**config.mk**
```make
export PLATFORM = sky130hd
export DESIGN_NAME = ddmfc_core
export DESIGN_NICKNAME = d
export VERILOG_FILES = /design/src/rtl/ddmfc_pkg.sv /design/src/rtl/ddmfc_core.sv
export VERILOG_INCLUDE_DIRS = /design/src /design/src/rtl
export SDC_FILE = /design/constraint.sdc
export NUM_CORES = 1
export LEC_CHECK = 0
export ABC_AREA = 0
export BUFFER_PORTS_ARGS = -buffer_cell sky130_fd_sc_hd__buf_4
export CORE_ASPECT_RATIO = 1.4
export CORE_MARGIN = 3
export CORE_UTILIZATION = 54
export CTS_BUF_LIST = sky130_fd_sc_hd__clkbuf_8
export DETAILED_ROUTE_END_ITERATION = 10
export PLACE_DENSITY = 0.95
export SYNTH_ARGS = -nofsm -noshare
export SYNTH_HDL_FRONTEND = slang
export SYNTH_SLANG_ARGS = --single-unit
```
**constraint.sdc**
```tcl
create_clock -name mclk -period 2.4 [get_ports mclk]
set_clock_uncertainty 0.15 [all_clocks]
set_input_delay 0.12 -clock mclk [delete_from_list [all_inputs] [get_ports mclk]]
set_output_delay 0.12 -clock mclk [all_outputs]
set_load 0.05 [all_outputs]
```
**src/rtl/ddmfc_defines.svh**
```systemverilog
`ifndef DDMFC_DEFINES_SVH
`define DDMFC_DEFINES_SVH

`define DDMFC_BA_MODE_ZERO 3'h0
`define DDMFC_BA_MODE_ONE 3'h1
`define DDMFC_BA_MODE_TWO 3'h2
`define DDMFC_BA_MODE_THREE 3'h3
`define DDMFC_MR0_DLL_RESET_BIT 8
`define DDMFC_MR1_DLL_OFF_BIT 0
`define DDMFC_MR1_LEVEL_BIT 7
`define DDMFC_MR1_NOM_BIT0 2
`define DDMFC_MR1_NOM_BIT1 6
`define DDMFC_MR1_NOM_BIT2 9
`define DDMFC_MR2_CWL_LSB 3
`define DDMFC_MR2_WRT_LSB 9
`define DDMFC_MR3_PATTERN_BIT 2
`define DDMFC_MR0_CL_RESET 4'h4
`define DDMFC_MR2_CWL_RESET 3'h1
`define DDMFC_DLL_OFF_CL 4'h6
`define DDMFC_DLL_OFF_CWL 4'h6
`define DDMFC_PATTERN_WORD 8'h55

`endif

```
**src/rtl/ddmfc_pkg.sv**
```systemverilog
package ddmfc_pkg;
	typedef struct packed {
		logic csN;
		logic rasN;
		logic casN;
		logic weN;
		logic [2:0] bank;
		logic [13:0] addr;
	} ddmfc_cmd_s;

	typedef enum logic [2:0] {
		CMD_NONE,
		CMD_MODE_SET,
		CMD_READ,
		CMD_WRITE,
		CMD_OTHER
	} ddmfc_kind_e;

	typedef struct packed {
		logic dllOff;
		logic patternOn;
		logic [1:0] patternSel;
		logic [1:0] dynTerm;
		logic levelOn;
		logic [2:0] nomTerm;
	} ddmfc_mode_s;
endpackage : ddmfc_pkg

```
**src/rtl/ddmfc_core.sv**
```systemverilog
`timescale 1ns/10ps
`include "ddmfc_defines.svh"
// How it works
// RULE1 - Dynamic termination from mode two bits nine, ten
// RULE2 - All strobes low, bank three loads mode three
// RULE3 - Controller zeroes reserved mode three bits
// RULE4 - Pattern select ignored while pattern readout off
// RULE5 - Controller enables readout only with banks idle
// RULE6 - Reads return calibration pattern while readout on
// RULE7 - Controller issues only reads during readout
// RULE8 - No-operation registers nothing, work continues
// RULE9 - Deselect executes nothing, work continues
// RULE10 - Mode one bit zero turns delay loop off
// RULE11 - Delay-loop-off mode supports latencies six only
// RULE12 - Loop-off read strobe one cycle earlier
// RULE13 - Controller follows loop-off switching steps
// RULE14 - Controller holds CKE high after exit
// RULE15 - Controller waits exit time, then reprograms
// RULE16 - Controller follows loop-on switching steps
// RULE17 - Controller holds CKE high until relock
// RULE18 - Clock changes only in self-refresh or power-down
// RULE19 - Clock is don't-care after entry time
// RULE20 - Power-down frequency change keeps ODT, CKE low
// RULE21 - After power-down change, reset loop by mode set
// RULE22 - Controller keeps frequency within speed grade
// RULE23 - Controller disables dynamic termination when loop off
// RULE24 - Controller disables nominal termination when loop off
// RULE25 - Controller counts each timing in cycles
module ddmfc_core
	import ddmfc_pkg::*;
#(
	parameter int LAT_W = 5
)(
	input wire logic mclk,
	input wire logic rst_n,
	input wire logic cke,
	input wire ddmfc_cmd_s cmdIn,
	input wire logic [7:0] arrayData,
	output ddmfc_mode_s modeState,
	output logic [3:0] casLatency,
	output logic [3:0] casWriteLatency,
	output logic latencyFault,
	output logic dllResetPulse,
	output logic readFromPattern,
	output logic readIssued,
	output logic [7:0] readData,
	output logic strobeStart,
	output logic [2:0] dynTermActive
);
	logic rstMeta;
	logic rstSync;
	ddmfc_mode_s mode_reg;
	ddmfc_mode_s mode_next;
	logic [3:0] cl_reg;
	logic [3:0] cwl_reg;
	logic [LAT_W-1:0] strobeCnt_reg;
	logic [LAT_W-1:0] strobeCnt_next;

	function automatic ddmfc_kind_e decodeCmd(input ddmfc_cmd_s c);
		if (c.csN)
			return CMD_NONE;
		case ({c.rasN, c.casN, c.weN})
			3'h7: return CMD_NONE;
			3'h0: return CMD_MODE_SET;
			3'h5: return CMD_READ;
			3'h4: return CMD_WRITE;
			default: return CMD_OTHER;
		endcase
	endfunction : decodeCmd

	always_ff @(posedge mclk or negedge rst_n)
	begin
		if (!rst_n)
		begin
			rstMeta <= 1'b0;
			rstSync <= 1'b0;
		end
		else
		begin
			rstMeta <= 1'b1;
			rstSync <= rstMeta;
		end
	end

	// Deselect and no-operation both decode to CMD_NONE, so nothing is taken. [RULE8] [RULE9]
	ddmfc_kind_e kind;
	assign kind = cke ? decodeCmd(cmdIn) : CMD_NONE; // [RULE19]
	wire isModeSet = (kind == CMD_MODE_SET);
	wire isRead = (kind == CMD_READ);
	wire setZero = isModeSet && (cmdIn.bank == `DDMFC_BA_MODE_ZERO);
	wire setOne = isModeSet && (cmdIn.bank == `DDMFC_BA_MODE_ONE);
	wire setTwo = isModeSet && (cmdIn.bank == `DDMFC_BA_MODE_TWO);
	wire setThree = isModeSet && (cmdIn.bank == `DDMFC_BA_MODE_THREE); // [RULE2]
	wire patternBit = cmdIn.addr[`DDMFC_MR3_PATTERN_BIT];
	wire [3:0] clField = {cmdIn.addr[2], cmdIn.addr[6:4]};
	wire [3:0] cwlField = {1'b0, cmdIn.addr[`DDMFC_MR2_CWL_LSB +: 3]};
	// Latency fields are stored offset, so the CL field plus four and the CWL field plus five give cycles.
	wire [3:0] clCycles = 4'(clField + 4'h4);
	wire [3:0] cwlCycles = 4'(cwlField + 4'h5);

	always_comb
	begin
		mode_next = mode_reg;
		if (setOne)
		begin
			mode_next.dllOff = cmdIn.addr[`DDMFC_MR1_DLL_OFF_BIT]; // [RULE10]
			mode_next.levelOn = cmdIn.addr[`DDMFC_MR1_LEVEL_BIT];
			mode_next.nomTerm = {cmdIn.addr[`DDMFC_MR1_NOM_BIT2],
				cmdIn.addr[`DDMFC_MR1_NOM_BIT1], cmdIn.addr[`DDMFC_MR1_NOM_BIT0]};
		end
		if (setTwo)
			mode_next.dynTerm = cmdIn.addr[`DDMFC_MR2_WRT_LSB +: 2]; // [RULE1]
		if (setThree)
		begin
			mode_next.patternOn = patternBit;
			// Select bits only count while readout is being enabled. [RULE4]
			mode_next.patternSel = patternBit ? cmdIn.addr[1:0] : 2'h0;
		end
	end

	always_ff @(posedge mclk or negedge rstSync)
	begin
		if (!rstSync)
		begin
			mode_reg <= '0;
			cl_reg <= `DDMFC_MR0_CL_RESET;
			cwl_reg <= 4'(`DDMFC_MR2_CWL_RESET + 4'h5);
		end
		else
		begin
			mode_reg <= mode_next;
			if (setZero)
				cl_reg <= clCycles;
			if (setTwo)
				cwl_reg <= cwlCycles;
		end
	end

	// Read strobe lead: loop off references one cycle earlier. [RULE12]
	wire [LAT_W-1:0] readDelay = mode_reg.dllOff ? LAT_W'(cl_reg - 4'h1) : LAT_W'(cl_reg);
	always_comb
	begin
		strobeCnt_next = strobeCnt_reg;
		if (isRead)
			strobeCnt_next = readDelay;
		else if (strobeCnt_reg != '0)
			strobeCnt_next = LAT_W'(strobeCnt_reg - 1'b1);
	end

	always_ff @(posedge mclk or negedge rstSync)
	begin
		if (!rstSync)
		begin
			strobeCnt_reg <= '0;
			modeState <= '0;
			casLatency <= `DDMFC_MR0_CL_RESET;
			casWriteLatency <= 4'(`DDMFC_MR2_CWL_RESET + 4'h5);
			latencyFault <= 1'b0;
			dllResetPulse <= 1'b0;
			readFromPattern <= 1'b0;
			readIssued <= 1'b0;
			readData <= 8'h00;
			strobeStart <= 1'b0;
			dynTermActive <= 3'h0;
		end
		else
		begin
			strobeCnt_reg <= strobeCnt_next;
			modeState <= mode_next;
			casLatency <= setZero ? clCycles : cl_reg;
			casWriteLatency <= setTwo ? cwlCycles : cwl_reg;
			// Loop-off mode only supports the six/six latency pair. [RULE11]
			latencyFault <= mode_reg.dllOff && ((cl_reg != `DDMFC_DLL_OFF_CL)
				|| (cwl_reg != `DDMFC_DLL_OFF_CWL));
			dllResetPulse <= setZero && cmdIn.addr[`DDMFC_MR0_DLL_RESET_BIT];
			readIssued <= isRead;
			readFromPattern <= isRead && mode_reg.patternOn; // [RULE6]
			if (isRead)
				readData <= mode_reg.patternOn ? `DDMFC_PATTERN_WORD : arrayData; // [RULE6]
			// The pulse stands at the reference edge itself, so it is launched one edge early.
			strobeStart <= (strobeCnt_next == LAT_W'(1)); // [RULE12]
			// Leveling leaves only nominal termination available. [RULE1]
			dynTermActive <= mode_reg.levelOn ? 3'h0 : {1'b0, mode_reg.dynTerm};
		end
	end
endmodule : ddmfc_core

```
* Word-level counts from Yosys, hierarchy flattened
Cells that the tools add are included.
Widths: inputs -> output; s select.
** Operators by class
- Add/subtract/negate cells :: 4
- Muxes and demuxes :: 11
- Reductions and logical operators :: 11
- Equal/unequal tests :: 11
** Operator list (count)
- $mux 5 :: 3
- $pmux 3 s4 :: 1
- $eq 3x2->1 const B :: 3
- $eq 3x3->1 const B :: 3
- $mux 3 :: 3
- $mux 8 :: 1
- $ne 4x3->1 const B :: 2
- $logic_and 1x1->1 :: 7
- $eq 3x1->1 const B :: 2
- $logic_not 3->1 :: 2
- $eq 5x1->1 const B :: 1
- $reduce_bool 5->1 :: 1
- $sub 4x1->5 const B :: 1
- $sub 5x1->5 const B :: 1
- $add 3x3->4 const B :: 1
- $add 4x3->4 const B :: 1
- $mux 2 :: 2
- $logic_or 1x1->1 :: 1
- $mux 1 :: 1
** Storage, ports and cells
- Flip-flop bits (word level) :: 40
- Word-level logic and storage cells :: 55
- Input bits :: 32

* Longest topological paths before layout
Gate-level depths: netlist of run 1.
- Depth in word-level cells :: 7
- Depth in mapped cells :: 7

* Least setup slack after synthesis of run 1
No wires, ideal clock.
- Path kind :: register to register
- Start point :: register strobeCnt_reg[0]
- End point :: register strobeStart
- Period minus slack after synthesis :: 2.078 ns
- Data required time :: 2.154 ns
- Cell stages (with the launch flop) :: 8
- Data arrival time :: 1.833 ns
- Slack :: 0.322 ns
- Path through :: dfrtp_1 > inv_1 > ha_1 > or4b_1 > buf_2 > mux2i_1 > mux2_2 > nor4_2
** On the way
- Cells in the longest elaborated chain, start to end :: 4
- Elaborated cells between the ends (all ways) :: 5
- Classes of those cells :: 1 x add/sub; 1 x eq/ne; 2 x mux; 1 x reduce/logical
** Ends and longest elaborated chain
- from (decl) :: line ddmfc_core.sv:56 : logic [LAT_W-1:0] strobeCnt_reg;
- from (signal assigned) :: line ddmfc_core.sv:168 : strobeCnt_reg <= strobeCnt_next;
- $sub 5x1->5 or $reduce_bool 5->1 (tied branches) :: line ddmfc_core.sv:147, ddmfc_core.sv:146
- $mux 5 * :: line ddmfc_core.sv:146 : else if (strobeCnt_reg != '0)
- $mux 5 * :: line ddmfc_core.sv:144 : if (isRead)
- net strobeCnt_next[1] :: line ddmfc_core.sv:57 : logic [LAT_W-1:0] strobeCnt_next;
- $eq 5x1->1 * :: line ddmfc_core.sv:181 : strobeStart <= (strobeCnt_next == LAT_W'(1));
- to (signal assigned) :: line ddmfc_core.sv:181
- to (decl) :: line ddmfc_core.sv:47 : output logic strobeStart,
Mark *: on every way through the listed nets, which the timed path passes. The rest lies on a longest branch.
A chain may end at the register's enable or synchronous reset.

* Worst setup path after layout of run 1
Ends and elaborated chain as after synthesis.

==> results of run 1 <==
power groups by stage:
stage          combinational (mW)  sequential (mW)  clock [mW]
6_report                    0.818            0.865       0.462
5_1_grt                     0.866            0.874       0.474
4_1_cts                     0.794            0.855       0.435
3_5_place_dp                0.752            0.867           0
3_3_place_gp                0.725            0.863           0
2_1_floorplan               0.301             1.09           0
worst min-delay path: cells and delay by family:
| family | cells | cell delay (ns) |
|---|---|---|
| buffers and inverters | 1 | 0.09 |
| AND/OR/NAND/NOR | 2 | 0.23 |
Yosys cell counts (all sizes together):
cell,instances
dfrtp,37
nand2,29
o21ai,13
mux2,10
inv,6
ha,4
nand3b,4
xnor2,4
xor2,4
a21oi,3
and2,3
buf,3
dfstp,3
mux2i,3
nand4b,3
nor2,3
conb,2
nor2b,2
nor3,2
nor4b,2
or4b,2
and3,1
nand2b,1
nand4,1
nor3b,1
nor4,1
nor4bb,1
o2111ai,1
o211ai,1
o221ai,1
o22ai,1
or3b,1
final cells by class:
cell class / count / area, um^2
clock buffer: 5 / 68.8
clock inverter: 2 / 12.5
fill: 149 / 546
inverter: 6 / 22.5
multi-input combinational: 104 / 739
sequential: 40 / 1000
tap: 39 / 48.8
timing repair buffer: 87 / 711
cell families (layout without fill, tap and decap cells):
group / after synthesis / after routing / synth area share [%]
compound gates: 20 / 20 / 6.78
xor+xnor: 8 / 8 / 4.33
fa+ha+maj: 4 / 4 / 2.80
buf+inv: 9 / 100 / 2.59
flops: 40 / 40 / 56.1
mux: 13 / 13 / 7.97
other cells: 2 / 2 / 0.419
simple gates: 57 / 57 / 19.0
layout by cell type (no fill, tap or decap), drive strengths merged, types with 3 or more instances in the layout:
cell	netlist	final
nand2	29	29
a21oi	3	3
and2	3	3
xor2	4	4
nand3b	4	4
nand4b	3	3
o21ai	13	13
dfrtp	37	37
nor2	3	3
ha	4	4
dfstp	3	3
buf	3	64
clkbuf	0	5
mux2	10	10
inv	6	6
mux2i	3	3
dlygate4sd3	0	23
xnor2	4	4
layer usage:
| metal | vias up | global-route usage [%] | part of all wire [%] |
|---|---|---|---|
| li1 | 705 | - | - |
| met1 | 805 | 35.7 | 34 |
| met2 | 100 | 54.7 | 54 |
| met3 | 28 | 9.42 | 7.4 |
| met4 | 0 | 20.8 | 4.8 |
| met5 | - | 0 | 0 |
how the worst max path moves through the flow:
stage | start | endpoint | slack [ns] | cells past startpoint
after global placement | strobeCnt_reg[0] | strobeStart | 0.35 | 6
after detailed placement | strobeCnt_reg[0] | strobeStart | 0.29 | 6
after CTS | strobeCnt_reg[0] | strobeStart | 0.27 | 6
after global routing | strobeCnt_reg[0] | strobeStart | 0.20 | 7
final | strobeCnt_reg[0] | strobeStart | 0.28 | 6
after floorplan | strobeCnt_reg[0] | strobeStart | 0.32 | 7
==> results_dict.tcl, run 1 <==
set metrics [dict create \
    status "complete, no violations" \
    stdcell_count 283 \
    cts_tree "done" \
    drv_slew 0 \
    finalWeightedCongestion 0.831 \
    dp_slack_ns 0.285 \
    ys_seq_area_share_pct 56.1 \
    drv_cap 0 \
    cpLargestDelayFamily "simple AND/OR/NAND/NOR gates" \
    die_w_um 54.7 \
    worstRegToRegCells 6 \
    cts_buffers 5 \
    placed_cells 253 \
    synth_area_mm2 0.00179 \
    worst-path-buf-inv 1 \
    hold_viol 0 \
    ys_warn_count 0 \
    worst_hold_slack_ns 0.0235 \
    rr_startpoint "strobeCnt_reg[0]" \
    cts_buffer_depth 2 \
    hold_end "readFromPattern" \
    p_leak_nw 1.33 \
    diodes 0 \
    cp_max_fo 3 \
    synth_top_area_share_pct 51.7 \
    area_growth_pct 45.6 \
    swShare_pct 39.8 \
    synthDistinctLibCells 39 \
    portBuffers 61 \
    syn_avg_cell_area_um2 11.7 \
    grt_max_degree 39 \
    max_freq_mhz 471 \
    final_cell_area_mm2 0.00261 \
    r2r_end "strobeStart" \
    hold_start "cmdIn[20]" \
    required_ns 2.47 \
    fin_crit_sh_pct 88.5 \
    relSlewSlack_pct 65.9 \
    p_int_mw 1.29 \
    clk_latency_ns 0.31 \
    grt_overflow 0 \
    drt-initial-drc-count 95 \
    rrSetupSlack_ns 0.28 \
    layout-drive-gt1-share_pct 38.1 \
    yosys-top-cells-area "dfrtp_1, mux2_2, nand2_1" \
    criticalPathCategory "reg2reg" \
    seqPwrFrac_pct 40.3 \
    start_util_pct 56.8 \
    gr-usage-all-layers_pct 33.0 \
    cts_num_sinks 40 \
    p_per_area_mw_per_mm2 823 \
    finalCriticalPeriod_ns 2.12 \
    die_h_um 74.1 \
    post_drt_wl_per_cell_um 21.0 \
    largest_reg_flops 10 \
    critPathSlowestCell "or4b_1" \
    dp_hpwl_um 3280 \
    finalSetupViolCount 0 \
    total_power_mw 2.15 \
    postRouteAntennaNets 0 \
    end_kind "flip-flop" \
    grt_pass1_wl_um 9150 \
    grt_pass1_vias 1815 \
    hold_depth 3 \
    cts-resized-gates 0 \
    firstDrtPassIters 4 \
    synth_nets 189 \
    fp.coreArea_mm2 0.00315 \
    worst_slack_ns 0.276 \
    final_core_util_pct 82.7 \
    netlist_instances 153 \
    num_vias 1638 \
    p_sw_mw 0.854 \
    clockPowerShare_pct 21.5 \
    die_area_mm2 0.00405 \
    wirelength_um 5960 \
    ys_seq_elements 40 \
    post_cts_buffers 0 \
    synth_top_cell_by_area "dfrtp_1" \
    min_path_type "in2reg" \
    post_dp_cell_area_mm2 0.00230 \
    worstPathCellList "inv_1 > ha_1 > or4b_1 > mux2i_1 > mux2_2 > nor4_2" \
    row_count 24 \
    root_buffer "clkbuf_8" \
    critPathMaxStageDelay_ns 0.49 \
    clkTransAtPathRegs_ns 0.08 \
    drc 0 \
    cts_max_level 2 \
    hold_buffers 23 \
    startpoint_type "flip-flop" \
    peakVddDrop_mv 0.606 \
    finalNetCount 280 \
    worst-slew-pin-transition_ns 0.508 \
    comb_power_share_pct 38.1 \
    ioPinCount 66 \
    post_drt_via_cell_ratio 5.79 \
    antenna_found_initial 0 \
    rsz0062_at_grt "false" \
    fin_tns_setup_ns 0 \
    crit_arrival_ns 2.19 \
]
(Power assumes the default switching activity.)
==> run 2, diff against run 1 <==
--- a/config.mk
+++ b/config.mk
@@ -8,12 +8,14 @@
 export LEC_CHECK = 0
 export ABC_AREA = 0
 export BUFFER_PORTS_ARGS = -buffer_cell sky130_fd_sc_hd__buf_4
+export CAP_MARGIN = 40
 export CORE_ASPECT_RATIO = 1.4
 export CORE_MARGIN = 3
 export CORE_UTILIZATION = 54
 export CTS_BUF_LIST = sky130_fd_sc_hd__clkbuf_8
 export DETAILED_ROUTE_END_ITERATION = 10
 export PLACE_DENSITY = 0.95
+export REMOVE_ABC_BUFFERS = 1
 export SYNTH_ARGS = -nofsm -noshare
 export SYNTH_HDL_FRONTEND = slang
 export SYNTH_SLANG_ARGS = --single-unit
==> run 2 against run 1 <==
Compared with the run above:
- hold slack gained 0.021 ns
- utilization is essentially flat
- via count shrank 2.8%
- worst setup slack gained 0.021 ns
- maximum frequency grew 1.0%
- final cell count is the same
- critical path type unchanged
==> results_dict.tcl, run 2 (synthesis results as in run 1) <==
set metrics [dict create \
    postRouteAntennaNets 0 \
    layout-drive-gt1-share_pct 38.5 \
    mostFrequentLayoutCells "buf_4, dfrtp_1, nand2_1" \
    total_power_mw 2.11 \
    drv_slew 0 \
    max_freq_mhz 476 \
    antenna_found_initial 0 \
    p_leak_nw 1.33 \
    finalCriticalPeriod_ns 2.10 \
    num_vias 1592 \
    largest_reg_flops 10 \
    crit_arrival_ns 2.15 \
    min_path_type "in2reg" \
    required_ns 2.45 \
    criticalPathCategory "reg2reg" \
    cts_max_level 2 \
    fin_tns_setup_ns 0 \
    worst-slew-pin-transition_ns 0.655 \
    gr-usage-all-layers_pct 29.6 \
    critPathSlowestCell "or4b_1" \
    post_drt_via_cell_ratio 5.63 \
    die_w_um 54.7 \
    cts_num_sinks 40 \
    grt_overflow 0 \
    drt-initial-drc-count 57 \
    wirelength_um 5340 \
    finalSetupViolCount 0 \
    row_count 24 \
    status "complete, no violations" \
    die_area_mm2 0.00405 \
    ioPinCount 66 \
    drv_cap 0 \
    cts_buffers 5 \
    firstDrtPassIters 4 \
    clkTransAtPathRegs_ns 0.07 \
    grt_max_degree 39 \
    end_kind "flip-flop" \
    fin_crit_sh_pct 87.6 \
    relSlewSlack_pct 56.0 \
    critPathMaxStageDelay_ns 0.49 \
    portBuffers 61 \
    worstPathCellList "inv_1 > ha_1 > or4b_1 > mux2i_1 > mux2_2 > nor4_2" \
    grt_pass1_vias 1703 \
    p_per_area_mw_per_mm2 810 \
    finalWeightedCongestion 0.800 \
    post_drt_wl_per_cell_um 18.9 \
    drc 0 \
    root_buffer "clkbuf_8" \
    finalNetCount 279 \
    final_common_cell "buf_4" \
    startpoint_type "flip-flop" \
    cp_max_fo 3 \
    clk_latency_ns 0.30 \
    cts_buffer_depth 2 \
    rsz0062_at_grt "false" \
    diodes 0 \
    grt_pass1_wl_um 8240 \
    peakVddDrop_mv 0.749 \
    area_growth_pct 45.7 \
    hold_viol 0 \
    dp_hpwl_um 3060 \
    cts_tree "done" \
    die_h_um 74.1 \
    start_util_pct 56.8 \
    fp.coreArea_mm2 0.00315 \
]
-- run 2: changes by cell type in the layout (fill, tap and decap cells not counted) --
cell and change:
clkbuf_8 +1, clkinv_2 +1, clkinvlp_4 -1, dlygate4sd3_1 -1
-- run 2: stage by stage --
step	instances	setup slack [ns]	util, %	cell area (um^2)	hold WS, ns
6_report	283	0.297	82.7	2610	0.0443
3_5_place_dp	253	0.300	72.8	2300	-0.247
3_3_place_gp	253	0.347	72.8	2300	-0.247
5_1_grt	283	0.161	82.7	2610	0.0583
2_1_floorplan	150	0.303	-	1770	-0.326
4_1_cts	283	0.282	82.7	2610	0.00659
-- run 2: power breakdown --
group          internal [mW]  total [mW]  switching [mW]
clock                  0.229       0.460           0.231
combinational          0.310       0.794           0.483
sequential             0.780       0.860          0.0796
-- run 2: cell type report --
| class | instances | area (um^2) |
|---|---|---|
| well taps | 39 | 48.8 |
| repair buffers | 86 | 701 |
| inverters | 6 | 22.5 |
| fillers | 156 | 544 |
| flip-flops and latches | 40 | 1000 |
| clock inverters | 2 | 10.0 |
| multi-input cells | 104 | 739 |
| clock buffers | 6 | 82.6 |
-- run 2: repair_timing --
item,in CTS,in global routing
hold buffers,22,0
setup buffers,0,0
hold endpoints to repair,27,0
gates resized for setup,0,0
-- run 2: worst max-delay path: cells and delay by family, from the launching register on --
kind	cells	cell delay (ns)
buf+inv	1	0.12
mux	2	0.42
fa+ha+maj	1	0.22
flops	1	0.38
simple gates	2	0.73
-- run 2: per-layer routing --
| metal | vias up | part of all wire (%) | global-route usage, % |
|---|---|---|---|
| met5 | - | 0 | 0 |
| met4 | 0 | 3.1 | 13.3 |
| met3 | 19 | 6.1 | 8.22 |
| met1 | 797 | 33 | 29.0 |
| met2 | 73 | 58 | 54.7 |
| li1 | 703 | - | - |
-- run 2: worst paths after layout --
| kind | startpoint | to | slack (ns) | depth (start not counted) |
|---|---|---|---|---|
| max reg2reg | strobeCnt_reg[0] | strobeStart | 0.30 | 6 |
| min | cmdIn[14] | casLatency[3] | 0.04 | 3 |
| min reg2reg | rstSync | readData[0] | 0.15 | 1 |
| max in group asynchronous | rst_n | rstMeta | 1.45 | 3 |
| max | strobeCnt_reg[0] | strobeStart | 0.30 | 6 |
| min in group asynchronous | rstSync | readData[0] | 0.15 | 1 |
==> run 3, diff against run 2 <==
--- a/config.mk
+++ b/config.mk
@@ -10,9 +10,9 @@
 export BUFFER_PORTS_ARGS = -buffer_cell sky130_fd_sc_hd__buf_4
 export CAP_MARGIN = 40
 export CORE_ASPECT_RATIO = 1.4
-export CORE_MARGIN = 3
+export CORE_MARGIN = 8
 export CORE_UTILIZATION = 54
-export CTS_BUF_LIST = sky130_fd_sc_hd__clkbuf_8
+export CTS_BUF_LIST = sky130_fd_sc_hd__clkbuf_4
 export DETAILED_ROUTE_END_ITERATION = 10
 export PLACE_DENSITY = 0.95
 export REMOVE_ABC_BUFFERS = 1
==> run 3 against run 2 <==
Compared with the run above:
- hold slack lost 0.027 ns
- routed wire length shrank 1.2%
- non-clock buffer count grew 9
- worst setup slack lost 0.014 ns
- maximum frequency shrank 0.64%
- die area grew 34%
- sequential power shrank 0.7%
- flip-flop and latch count is the same
- via count shrank 1.7%
- utilization grew 1.5 points
- power shrank 5.9%
- global-route usage shrank 9.7 points
==> results_dict.tcl, run 3 (synthesis results as in run 1) <==
set metrics [dict create \
    status "complete, no violations" \
    postRouteAntennaNets 0 \
    grt_pass1_wl_um 8480 \
    startpoint_type "flip-flop" \
    wirelength_um 5270 \
    clkTransAtPathRegs_ns 0.11 \
    cp_max_fo 3 \
    p_sw_mw 0.758 \
    worstPathCellList "inv_1 > ha_1 > or4b_1 > mux2i_1 > mux2_2 > nor4_2" \
    cpLargestDelayFamily "simple AND/OR/NAND/NOR gates" \
    firstDrtPassIters 5 \
    fp.coreArea_mm2 0.00315 \
    die_h_um 84.1 \
    worst-path-buf-inv 1 \
    cts_tree "done" \
    drv_slew 0 \
    min_path_type "in2reg" \
    drt-initial-drc-count 53 \
    dp_hpwl_um 3270 \
    layout-drive-gt1-share_pct 37.5 \
    diodes 0 \
    relSlewSlack_pct 63.5 \
    clockPowerShare_pct 17.3 \
    cts_num_sinks 40 \
    finalCriticalPeriod_ns 2.12 \
    total_power_mw 1.99 \
    start_util_pct 56.8 \
    finalWeightedCongestion 0.789 \
    area_growth_pct 48.4 \
    antenna_found_initial 0 \
    crit_arrival_ns 2.22 \
    post_drt_via_cell_ratio 5.36 \
    cts_buffers 5 \
    gr-usage-all-layers_pct 19.9 \
    p_leak_nw 1.36 \
    critPathMaxStageDelay_ns 0.49 \
    critPathSlowestCell "or4b_1" \
    max_freq_mhz 473 \
    row_count 24 \
    clk_latency_ns 0.35 \
    mostFrequentLayoutCells "buf_4, dfrtp_1, nand2_1, dlygate4sd3_1, o21ai_0" \
    rsz0062_at_grt "false" \
    cts_max_level 2 \
    final_common_cell "buf_4" \
    p_int_mw 1.23 \
    p_per_area_mw_per_mm2 749 \
    drc 0 \
    criticalPathCategory "reg2reg" \
    required_ns 2.51 \
    finalNetCount 288 \
    cts-resized-gates 0 \
    post_drt_wl_per_cell_um 18.1 \
    die_w_um 64.7 \
    fin_crit_sh_pct 88.2 \
    seqPwrFrac_pct 42.9 \
    finalSetupViolCount 0 \
    grt_overflow 0 \
    largest_reg_flops 10 \
    cts_buffer_depth 2 \
    end_kind "flip-flop" \
    comb_power_share_pct 39.8 \
    die_area_mm2 0.00544 \
    worst-slew-pin-transition_ns 0.543 \
    grt_pass1_vias 1730 \
    root_buffer "clkbuf_4" \
    grt_max_degree 39 \
    fin_tns_setup_ns 0 \
    num_vias 1565 \
    swShare_pct 38.1 \
    drv_cap 0 \
    peakVddDrop_mv 0.526 \
    hold_viol 0 \
    ioPinCount 66 \
    portBuffers 61 \
]
==> run 3: changes by cell type in the layout (fill, tap and decap cells not counted), sizes merged <==
cell         previous run  this run
dlygate4sd3            22        29
buf                    64        66
clkbuf                  6         7
clkinv                  2         1
==> run 3: metal layers <==
layer / vias to the layer above / GRT usage (%) / wire length, um
li1: 725 / - / -
met1: 755 / 19.5 / 1850
met2: 72 / 37.3 / 2930
met3: 13 / 5.72 / 352
met4: 0 / 8.17 / 134
met5: - / 0 / 0
==> run 3: layout make-up <==
type	instances	area [um^2]
inverters	6	22.5
multi-input cells	104	739
clock buffers	7	52.6
flip-flops and latches	40	1000
fillers	161	495
well taps	39	48.8
clock inverters	1	3.75
repair buffers	95	786
==> run 3: path summary, 6_finish.rpt <==
| kind | from | endpoint | slack (ns) | cells after the start |
|---|---|---|---|---|
| worst max-delay path | strobeCnt_reg[0] | strobeStart | 0.28 | 6 |
| worst min-delay path | cmdIn[17] | readFromPattern | 0.02 | 3 |
| worst max register to register | strobeCnt_reg[0] | strobeStart | 0.28 | 6 |
| worst min register to register | rstSync | modeState[4] | 0.14 | 1 |
| max in group asynchronous | rst_n | rstMeta | 1.52 | 3 |
| min in group asynchronous | rstSync | modeState[4] | 0.14 | 1 |
==> run 3: power groups by stage <==
stage	sequential (mW)	clock (mW)	combinational (mW)
after global routing	0.866	0.373	0.851
final	0.854	0.344	0.792
after detailed placement	0.865	0	0.743
after CTS	0.852	0.346	0.786
after floorplan	1.09	0	0.294
after global placement	0.860	0	0.729
==> run 3: what timing repair did <==
item | CTS | global route
setup endpoints to repair | 0 | 1
hold buffers | 30 | 0
setup buffers | 0 | 2
endpoints found under the hold margin | 30 | 0
==> run 3: tightest hold or removal path, delay by kind of cell <==
| family | cells | cell delay [ns] |
|---|---|---|
| buffers and inverters | 1 | 0.09 |
| and+or+nand+nor | 2 | 0.27 |
==> run 3: metrics by stage <==
step	worst slack, ns	utilization [%]	hold slack [ns]	instance area (um^2)	cells
floorplan	0.303	-	-0.326	1770	150
CTS	0.0173	84.1	0.00388	2650	291
finish	0.284	84.3	0.0175	2660	292
global route	0.219	84.3	0.0129	2660	292
global placement	0.346	72.8	-0.247	2300	253
detailed placement	0.301	72.8	-0.245	2300	253
